==> src/rtl/fpa_pkg.sv <==
// Constants, register map and bus carriers for the flash prefetch accelerator.
// Assumes a single core clock domain and a flash array model outside the block.
// Operation
// - Each erasable sector spans both banks; erase is bank-transparent.
// - Each bank has two instruction holders: 128-bit line, 12-bit tag.
// - Branch trail holder keeps the line of the bank's latest miss.
// - Prefetch holder keeps the line from the block's own prefetch.
// - Each line store carries four 32-bit words.
// - One shared 128-bit data line with 13-bit tag, data cycles only.
// - A data miss fetches four words into the data line.
// - Flash busy programming stalls flash requests via the wait hold.
// - Program or erase start invalidates all latches; fetch after done.
// - Mode 0 serves everything with flash timing, no prefetch.
// - Mode 1 serves sequential code hits from latch, prefetch runs.
// - Mode 2 serves any code or data hit from latch.
// - Forced fetches on latched data mimic the full flash stall.
// - Reset leaves the mode field at zero, disabled.
// - A write changing the mode invalidates all latches.
// - Mode field bits 1:0: 00 off, 01 partial, 10 full, 11 reserved.
// - Timing field bits 2:0 sets fetch clocks 1..7, reset 7.
// - Reserved upper control bits are written zero; reads undefined.
// - Mode changes are accepted at any time.
// - After a line's last word that bank fetches its next line; here only when that code word is served from a latch.
// - A full instruction miss loads both banks' branch trail lines, except in a bank with a prefetch pending.
// - Data accesses never cause a prefetch.
`default_nettype none
package fpa_pkg;
	localparam int          ADDR_W       = 19;
	localparam int          LINE_W       = 128;
	localparam int          WORDS        = 4;
	localparam int          ITAG_W       = 12;
	localparam int          DTAG_W       = 13;
	localparam int          BANK_BIT     = 4;
	localparam logic [31:0] OFF_MODE     = 32'hE01FC000;
	localparam logic [31:0] OFF_TIMING   = 32'hE01FC004;
	localparam logic [1:0]  MODE_OFF     = 2'h0;
	localparam logic [1:0]  MODE_PART    = 2'h1;
	localparam logic [1:0]  MODE_FULL    = 2'h2;
	localparam logic [1:0]  MODE_RESET   = 2'h0;
	localparam logic [2:0]  TIMING_RESET = 3'h7;
	localparam int          CLK_MHZ      = 250;

	// Core fetch request as seen at the accelerator
	typedef struct packed {
		logic              valid;
		logic              isData;
		logic              seq;
		logic [ADDR_W-1:0] addr;
	} fpa_req_t;

	// Flash bank read request
	typedef struct packed {
		logic              start;
		logic [ADDR_W-5:0] lineAddr;
	} fpa_flash_req_t;

	typedef enum logic [1:0] {
		FPA_IDLE  = 2'b00,
		FPA_FETCH = 2'b01,
		FPA_DONE  = 2'b11
	} fpa_state_t;
endpackage
`default_nettype wire

==> src/rtl/fpa_line_holder.sv <==
// One line holder: a 128-bit line store, a comparison tag and a valid bit.
// Assumes loads and invalidates come from the controller on the same clock.
`default_nettype none
module fpa_line_holder
	import fpa_pkg::*;
#(
	parameter int TAG_W = ITAG_W
) (
	input  wire logic              clock,
	input  wire logic              rst,
	input  wire logic              load,
	input  wire logic              inval,
	input  wire logic [TAG_W-1:0]  loadTag,
	input  wire logic [LINE_W-1:0] loadLine,
	input  wire logic [TAG_W-1:0]  lookTag,
	output logic                   hit,
	output logic [LINE_W-1:0]      line
);
	logic             valid_reg;
	logic [TAG_W-1:0] tag_reg;

	// Invalidate wins over load so stale lines never survive
	always_ff @(posedge clock or posedge rst) begin
		if (rst) begin
			valid_reg <= 1'b0;
		end else if (inval) begin
			valid_reg <= 1'b0;
		end else if (load) begin
			valid_reg <= 1'b1;
		end
	end

	// Line store and tag of four words
	always_ff @(posedge clock or posedge rst) begin
		if (rst) begin
			tag_reg <= '0;
			line    <= '0;
		end else if (load) begin
			tag_reg <= loadTag;
			line    <= loadLine;
		end
	end

	assign hit = valid_reg && (tag_reg == lookTag);
endmodule
`default_nettype wire

==> src/rtl/fpa_accel.sv <==
// Flash prefetch accelerator top: two banks, holders, mode and timing.
// Assumes a flash array returning a 128-bit line per bank after fetchLen
// clocks; flashBusy is synchronous to clock; registers use a plain port.
`default_nettype none
module fpa_accel
	import fpa_pkg::*;
#(
	parameter int TIM_W = 3
) (
	input  wire logic                clock,
	input  wire logic                rst,
	// Register port
	input  wire logic [31:0]         regAddr,
	input  wire logic [7:0]          regWdata,
	input  wire logic                regWrite,
	input  wire logic                regRead,
	output logic [7:0]               regRdata,
	// Core fetch port
	input  wire fpa_req_t            coreReq,
	output logic [31:0]              coreRdata,
	output logic                     coreReady,
	output logic                     coreWaitHold,
	// Flash array
	input  wire logic                flashBusy,
	input  wire logic                flashProgStart,
	output fpa_flash_req_t           bankReq [2],
	input  wire logic [LINE_W-1:0]   bankLine [2]
);
	logic [1:0]       mode_reg;
	logic [TIM_W-1:0] timing_reg;
	logic             inval;
	fpa_state_t       state_reg;
	logic [TIM_W-1:0] count_reg;
	fpa_req_t         pend_reg;
	logic             pendHit_reg;
	logic [31:0]      pendWord_reg;
	logic             pfPend_reg [2];
	logic [TIM_W-1:0] pfCount_reg [2];
	logic [ADDR_W-5:0] pfLine_reg [2];

	// Bank, tag and word selection from the request address
	logic             bank;
	logic [1:0]       wsel;
	logic [ITAG_W-1:0] itag;
	logic [DTAG_W-1:0] dtag;
	assign bank = coreReq.addr[BANK_BIT];
	assign wsel = coreReq.addr[3:2];
	assign itag = ITAG_W'(coreReq.addr[ADDR_W-1:BANK_BIT+1]);
	assign dtag = DTAG_W'(coreReq.addr[ADDR_W-1:BANK_BIT]);

	// Holder lookups
	logic              btHit [2];
	logic              pfHit [2];
	logic [LINE_W-1:0] btLine [2];
	logic [LINE_W-1:0] pfLineD [2];
	logic              dHit;
	logic [LINE_W-1:0] dLine;
	logic              btLoad [2];
	logic              pfLoad [2];
	logic [ITAG_W-1:0] btTag [2];
	logic [ITAG_W-1:0] pfTag [2];
	logic              dLoad;
	logic [LINE_W-1:0] fetchedLine;

	genvar b;
	generate
		for (b = 0; b < 2; b++) begin : g_bank
			// Branch trail holder per bank
			fpa_line_holder #(.TAG_W(ITAG_W)) u_bt (
				.clock   (clock),
				.rst     (rst),
				.load    (btLoad[b]),
				.inval   (inval),
				.loadTag (btTag[b]),
				.loadLine(bankLine[b]),
				.lookTag (itag),
				.hit     (btHit[b]),
				.line    (btLine[b])
			);
			// Prefetch holder per bank
			fpa_line_holder #(.TAG_W(ITAG_W)) u_pf (
				.clock   (clock),
				.rst     (rst),
				.load    (pfLoad[b]),
				.inval   (inval),
				.loadTag (pfTag[b]),
				.loadLine(bankLine[b]),
				.lookTag (itag),
				.hit     (pfHit[b]),
				.line    (pfLineD[b])
			);
		end
	endgenerate

	// Shared data holder, data cycles only
	fpa_line_holder #(.TAG_W(DTAG_W)) u_data (
		.clock   (clock),
		.rst     (rst),
		.load    (dLoad),
		.inval   (inval),
		.loadTag (DTAG_W'(pend_reg.addr[ADDR_W-1:BANK_BIT])),
		.loadLine(fetchedLine),
		.lookTag (dtag),
		.hit     (dHit),
		.line    (dLine)
	);

	// Register writes; mode accepted any time, reserved bits dropped
	always_ff @(posedge clock or posedge rst) begin
		if (rst) begin
			mode_reg   <= MODE_RESET;
			timing_reg <= TIMING_RESET;
		end else if (regWrite) begin
			if (regAddr == OFF_MODE) begin
				mode_reg <= regWdata[1:0];
			end else if (regAddr == OFF_TIMING) begin
				timing_reg <= regWdata[TIM_W-1:0];
			end
		end
	end

	// Register reads, upper bits read zero; unmapped reads zero
	always_ff @(posedge clock or posedge rst) begin
		if (rst) begin
			regRdata <= '0;
		end else if (regRead) begin
			if (regAddr == OFF_MODE) begin
				regRdata <= {6'h00, mode_reg};
			end else if (regAddr == OFF_TIMING) begin
				regRdata <= {5'h00, timing_reg};
			end else begin
				regRdata <= '0;
			end
		end else begin
			regRdata <= '0;
		end
	end

	// Invalidate on mode change and on program or erase start
	assign inval = flashProgStart ||
		(regWrite && regAddr == OFF_MODE && regWdata[1:0] != mode_reg);

	// Hit classification per mode
	logic codeHit;
	logic anyHit;
	logic serveLatch;
	logic [LINE_W-1:0] hitLine;
	assign codeHit = btHit[bank] || pfHit[bank];
	assign anyHit  = coreReq.isData ? dHit : codeHit;
	assign hitLine = coreReq.isData ? dLine :
		(pfHit[bank] ? pfLineD[bank] : btLine[bank]);
	always_comb begin
		serveLatch = 1'b0;
		case (mode_reg)
			MODE_PART: serveLatch = anyHit && !coreReq.isData && coreReq.seq;
			MODE_FULL: serveLatch = anyHit;
			default:   serveLatch = 1'b0;
		endcase
	end

	// Fetch length, reserved zero treated as one clock
	logic [TIM_W-1:0] fetchLen;
	assign fetchLen = (timing_reg == '0) ? TIM_W'(1) : timing_reg;

	logic reqTaken;
	assign reqTaken = coreReq.valid && state_reg == FPA_IDLE && !flashBusy;

	// Prefetch start: last word of a code line served from a latch, so the
	// bank is free; a later demand fetch can still restart that bank while it is pending
	logic              pfBegin [2];
	logic [ADDR_W-5:0] pfNext;
	logic [ADDR_W-5:0] reqLine;
	logic [ADDR_W-5:0] pairLine;
	assign pfNext   = (ADDR_W-4)'(coreReq.addr[ADDR_W-1:4] + 2);
	assign reqLine  = (ADDR_W-4)'(coreReq.addr[ADDR_W-1:4]);
	assign pairLine = (ADDR_W-4)'(coreReq.addr[ADDR_W-1:4] + 1);
	always_comb begin
		for (int i = 0; i < 2; i++) begin
			pfBegin[i] = reqTaken && serveLatch && !coreReq.isData &&
				mode_reg != MODE_OFF && bank == 1'(i) && wsel == 2'h3 &&
				!pfPend_reg[i] && !inval;
		end
	end

	// Fetch sequencer: stall while flash busy, count fetch clocks
	always_ff @(posedge clock or posedge rst) begin
		if (rst) begin
			state_reg    <= FPA_IDLE;
			count_reg    <= '0;
			pend_reg     <= '0;
			pendHit_reg  <= 1'b0;
			pendWord_reg <= '0;
		end else begin
			case (state_reg)
				FPA_IDLE: begin
					if (reqTaken && !serveLatch) begin
						state_reg    <= FPA_FETCH;
						count_reg    <= fetchLen;
						pend_reg     <= coreReq;
						pendHit_reg  <= anyHit;
						pendWord_reg <= hitLine[wsel*32 +: 32];
					end
				end
				FPA_FETCH: begin
					if (count_reg == TIM_W'(1)) begin
						state_reg <= FPA_DONE;
					end else begin
						count_reg <= count_reg - TIM_W'(1);
					end
				end
				default: begin
					state_reg <= FPA_IDLE;
				end
			endcase
		end
	end

	// Line from the bank addressed by the pending fetch
	assign fetchedLine = bankLine[pend_reg.addr[BANK_BIT]];

	// Holder loads at the end of a fetch
	logic fetchEnd;
	assign fetchEnd = state_reg == FPA_FETCH && count_reg == TIM_W'(1);
	assign dLoad = fetchEnd && pend_reg.isData && !pendHit_reg;
	always_comb begin
		for (int i = 0; i < 2; i++) begin
			// Full code miss captures the lines of both banks, except a bank with a pending prefetch
			btLoad[i] = fetchEnd && !pend_reg.isData && !pendHit_reg &&
				!pfPend_reg[i];
			btTag[i]  = ITAG_W'(pend_reg.addr[ADDR_W-1:BANK_BIT+1] +
				((i == 0 && pend_reg.addr[BANK_BIT]) ? 1 : 0));
			pfLoad[i] = pfPend_reg[i] && pfCount_reg[i] == TIM_W'(1);
			pfTag[i]  = ITAG_W'(pfLine_reg[i] >> 1);
		end
	end

	// Speculative prefetch after a code line's last word
	always_ff @(posedge clock or posedge rst) begin
		if (rst) begin
			for (int i = 0; i < 2; i++) begin
				pfPend_reg[i]  <= 1'b0;
				pfCount_reg[i] <= '0;
				pfLine_reg[i]  <= '0;
			end
		end else begin
			for (int i = 0; i < 2; i++) begin
				if (inval || flashBusy) begin
					pfPend_reg[i] <= 1'b0;
				end else if (pfPend_reg[i]) begin
					if (pfCount_reg[i] == TIM_W'(1)) begin
						pfPend_reg[i] <= 1'b0;
					end else begin
						pfCount_reg[i] <= pfCount_reg[i] - TIM_W'(1);
					end
				end else if (pfBegin[i]) begin
					pfPend_reg[i]  <= 1'b1;
					pfCount_reg[i] <= fetchLen;
					pfLine_reg[i]  <= pfNext;
				end
			end
		end
	end

	// Flash bank requests: demand fetch or prefetch start
	always_ff @(posedge clock or posedge rst) begin
		if (rst) begin
			for (int i = 0; i < 2; i++) begin
				bankReq[i] <= '0;
			end
		end else begin
			for (int i = 0; i < 2; i++) begin
				bankReq[i].start <= (reqTaken && !serveLatch) || pfBegin[i];
				// Other bank reads the paired next line for its trail holder
				if (pfBegin[i]) begin
					bankReq[i].lineAddr <= pfNext;
				end else if (bank == 1'(i)) begin
					bankReq[i].lineAddr <= reqLine;
				end else begin
					bankReq[i].lineAddr <= pairLine;
				end
			end
		end
	end

	// Core answer: hits answer next cycle, fetches fetchLen cycles after that
	always_ff @(posedge clock or posedge rst) begin
		if (rst) begin
			coreReady <= 1'b0;
			coreRdata <= '0;
		end else begin
			coreReady <= 1'b0;
			if (reqTaken && serveLatch) begin
				coreReady <= 1'b1;
				coreRdata <= hitLine[wsel*32 +: 32];
			end else if (fetchEnd) begin
				coreReady <= 1'b1;
				coreRdata <= pendHit_reg ? pendWord_reg :
					fetchedLine[pend_reg.addr[3:2]*32 +: 32];
			end
		end
	end

	// Wait hold: flash busy or fetch in progress stalls the core
	always_ff @(posedge clock or posedge rst) begin
		if (rst) begin
			coreWaitHold <= 1'b0;
		end else begin
			coreWaitHold <= (coreReq.valid && flashBusy) ||
				(reqTaken && !serveLatch) ||
				(state_reg == FPA_FETCH && count_reg != TIM_W'(1));
		end
	end
endmodule
`default_nettype wire

==> config.mk <==
export PLATFORM = sky130hd
export DESIGN_NAME = fpa_accel
export DESIGN_NICKNAME = d
export VERILOG_FILES = /design/src/rtl/fpa_pkg.sv /design/src/rtl/fpa_line_holder.sv /design/src/rtl/fpa_accel.sv
export SDC_FILE = /design/constraint.sdc
export NUM_CORES = 2
export LEC_CHECK = 0
export BUFFER_PORTS_ARGS = -buffer_cell sky130_fd_sc_hd__buf_2
export CAP_MARGIN = 25
export CORE_ASPECT_RATIO = 1.4
export CORE_MARGIN = 2
export CORE_UTILIZATION = 35
export DETAILED_ROUTE_END_ITERATION = 8
export PLACE_DENSITY = 0.63
export RECOVER_POWER = 100
export SLEW_MARGIN = 10
export SYNTH_ARGS = -nofsm -noshare
export SYNTH_HDL_FRONTEND = slang
export SYNTH_SLANG_ARGS = --single-unit
==> constraint.sdc <==
create_clock -name clock -period 34.4 [get_ports clock]
set_clock_uncertainty 0.15 [all_clocks]
set_input_delay 3.44 -clock clock [delete_from_list [all_inputs] [get_ports clock]]
set_output_delay 3.44 -clock clock [all_outputs]
set_load 0.02 [all_outputs]
==> results.md <==
* Fin util at 40.16%
* Antenna viol nets, final at 0
* DR WL/cell at 25.81 microns
* Most frequent cell after synthesis: dfrtp_1
* CTS Buffer Depth at 3
* Setup-failing EPs final at 0
* GRT Util Overall at 24.60%
* Share of cells above drive strength 1 at 22.35%
* Area Overhead vs Synth at 13.93%
* Hold EP: g_bank[1].u_pf.tag_reg[8]$_DFFE_PP0P_
* DRC viols at 0
* H-tree Lvls at 3
* Worst reg2reg endpoint: u_data.line[110]$_DFFE_PP0P_
* I/O Buffers at 385
* Status: finished, violations left
* Starting density of the core at 35.25%
* Mapped Cells at 4212
* Post-DP HPWL at 101700 microns
* Slew headroom at -547.5%
* Syn. warnings at 0
* Die area at 126200 sq um
* Sequential share of the synthesized area at 50.21%
* Post-Route WL at 158600 microns
* Overall power at 3.610 mW
* Clock latency on the worst-skew pair at 690 ps
* Setup TNS at 0 ps
* Post-synth EDFFs at 0
* CP required at 35070 ps
* Row count at 152
* Net count reported at finish at 4756
* Setup bufs post-CTS at 0
* Via count at 35290
* Worst-margin pin slew at 9712 ps
* Clock sink total at 866
* Clock period minus worst slack at 16700 ps
* Peak supply drop at 0.04969 mV
* Num CTS Buffers at 95
* Main synth FF type: dfrtp_1
* Top cells by area, synth: dfrtp_1, mux2_2, nand2_1
* Max_cap viols at 28
* Number of global-route vias before repair at 34660
* Largest registers: g_bank.u_bt.line: 256 flops, g_bank.u_pf.line: 256 flops, u_data.line: 128 flops
* RSZ-0062 raised after global routing: no
* Avg Cell Area, Syn at 10.25 sq um
* Yosys top cell area share at 50.02%
* Cell variety after synth at 70
* IO Pins at 398
* Reg2reg path depth at 9
* R2r setup slk at 21620 ps
* # fillers at 12150
* Congestion Overflow GR at 0
* CTS tree: built
* Hold buffers post-CTS at 0
* Ys async rst share at 100.0%
* Failing checks: max-capacitance violations, max-slew violations
* Depth of the worst hold-timing path at 2
* Post-DR vias/cell at 5.743
* Multi-input logic area at 19780 sq um
* Post-synth top cells: dfrtp_1, nand2_1, mux2_2
* Cell area power density at 73.40 nW/um^2
* Register area at 21680 sq um
* TritonRoute pass-1 iters at 7
* Reg-to-Reg Start: count_reg[1]$_DFFE_PP0P_
* Worst hold start: pfLine_reg[9]$_DFFE_PP0P_
* # resized after CTS at 0
* Pin count of the biggest net entering global routing at 184
* Worst hold-check path type: reg2reg
* Antenna violations before repair at 104
* Mapped Area at 43170 sq um
* Initial DRC Count at 2975
* Final Cycle Share at 48.55%
* Final-report hold violation count at 0
* Max Fclk at 59.87 MHz
* Startpoint Class: input pin
* Crit path DAT at 17370 ps
* Worst setup path category: in2async
* Critical Path Sink Type: async pin
* CTS clk-pin slew, worst paths at 60 ps
* Final GP Congestion at 0.8597
* Die width at 300.8 microns
* Core box area at 122500 sq um
* FF+latch count, synth at 866
* Leak at 21.27 nW
* Slew Viols, Final at 1932
* Root Buffer: clkbuf_16
* Max FO, Critical Path at 165
* First-pass GRT wire length at 231700 microns
* Synth area leader: dfrtp_1
* Die H at 419.6 microns
through the flow:
| step | worst slack [ps] | hold WS, ps | cells | instance area [sq um] |
|---|---|---|---|---|
| after floorplan | 6478 | 284.8 | 4217 | 43190 |
| after CTS | 26840 | 321.2 | 6105 | 49480 |
| final | 17700 | 317.4 | 6144 | 49180 |
| after global placement | 26250 | 300.9 | 5932 | 46280 |
| after detailed placement | 26150 | 306.0 | 5934 | 46310 |
| after global routing | 15000 | 333.4 | 6133 | 49160 |
worst max-delay path by stage:
stage,start,end,slack (ps),depth (start not counted)
5_1_grt,rst,g_bank[1].u_pf.line[88]$_DFFE_PP0P_,15000,7
2_1_floorplan,rst,bankReq[0]$_DFF_PP0_,6480,1
3_5_place_dp,coreReq[14],pendWord_reg[21]$_DFFE_PP0P_,26150,9
4_1_cts,coreReq[10],pendWord_reg[9]$_DFFE_PP0P_,26840,9
3_3_place_gp,coreReq[14],pendWord_reg[9]$_DFFE_PP0P_,26250,9
6_report,rst,g_bank[1].u_pf.line[88]$_DFFE_PP0P_,17700,7
critical path: stages:
cell and delay, ps:
clkbuf_1 100, clkinvlp_2 2880, clkbuf_1 6290, clkbuf_1 1590, clkbuf_1 1720, clkbuf_1 560, buf_16 370
cell usage in the layout (no fill, tap or decap), types with 56 or more instances in the layout:
master       n
dfrtp_1    860
nand2_1    748
mux2_2     466
a21oi_1    396
buf_2      289
nor2_1     188
mux2i_1    172
o21ai_0    161
clkbuf_1   145
nand3_1    143
clkbuf_16   96
nand4_1     80
xnor2_1     56
power by group:
group | leakage [nW] | internal [mW] | total, mW | switching [mW]
clock | 1.56 | 0.609 | 1.05 | 0.439
sequential | 9.86 | 1.31 | 1.48 | 0.170
combinational | 9.85 | 0.478 | 1.08 | 0.601
final cells by class:
type | count | share of cell area, %
repair buffers | 450 | 4.559
diodes | 35 | 0.1781
flip-flops and latches | 866 | 44.09
clock buffers | 146 | 5.815
multi-input cells | 2953 | 40.21
clock inverters | 25 | 0.6334
inverters | 52 | 0.3994
well taps | 1617 | 4.114
routing by layer:
metal  part of all wire, %  wire length, microns  track usage, %
met4                   6.5                 10310           16.16
met3                   7.4                 11790           5.212
met5                  0.22                   356               0
met1                    36                 57580           28.25
met2                    50                 78570           41.29
cell families (layout without fill, tap and decap cells):
kind of cell             Yosys count  after routing  synth area share (%)
adder cells (fa/ha/maj)           14             14                0.4058
AO/OA/AOI/OAI                    888            888                 13.17
multiplexers                     661            661                 17.19
flip-flops                       866            866                 50.21
other                              2             42               0.01740
buffers and inverters            398            673                 3.953
AND/OR/NAND/NOR                 1273           1273                 12.79
XOR/XNOR                         110            110                 2.266
Note: power is estimated with default switching activity, not from simulation.
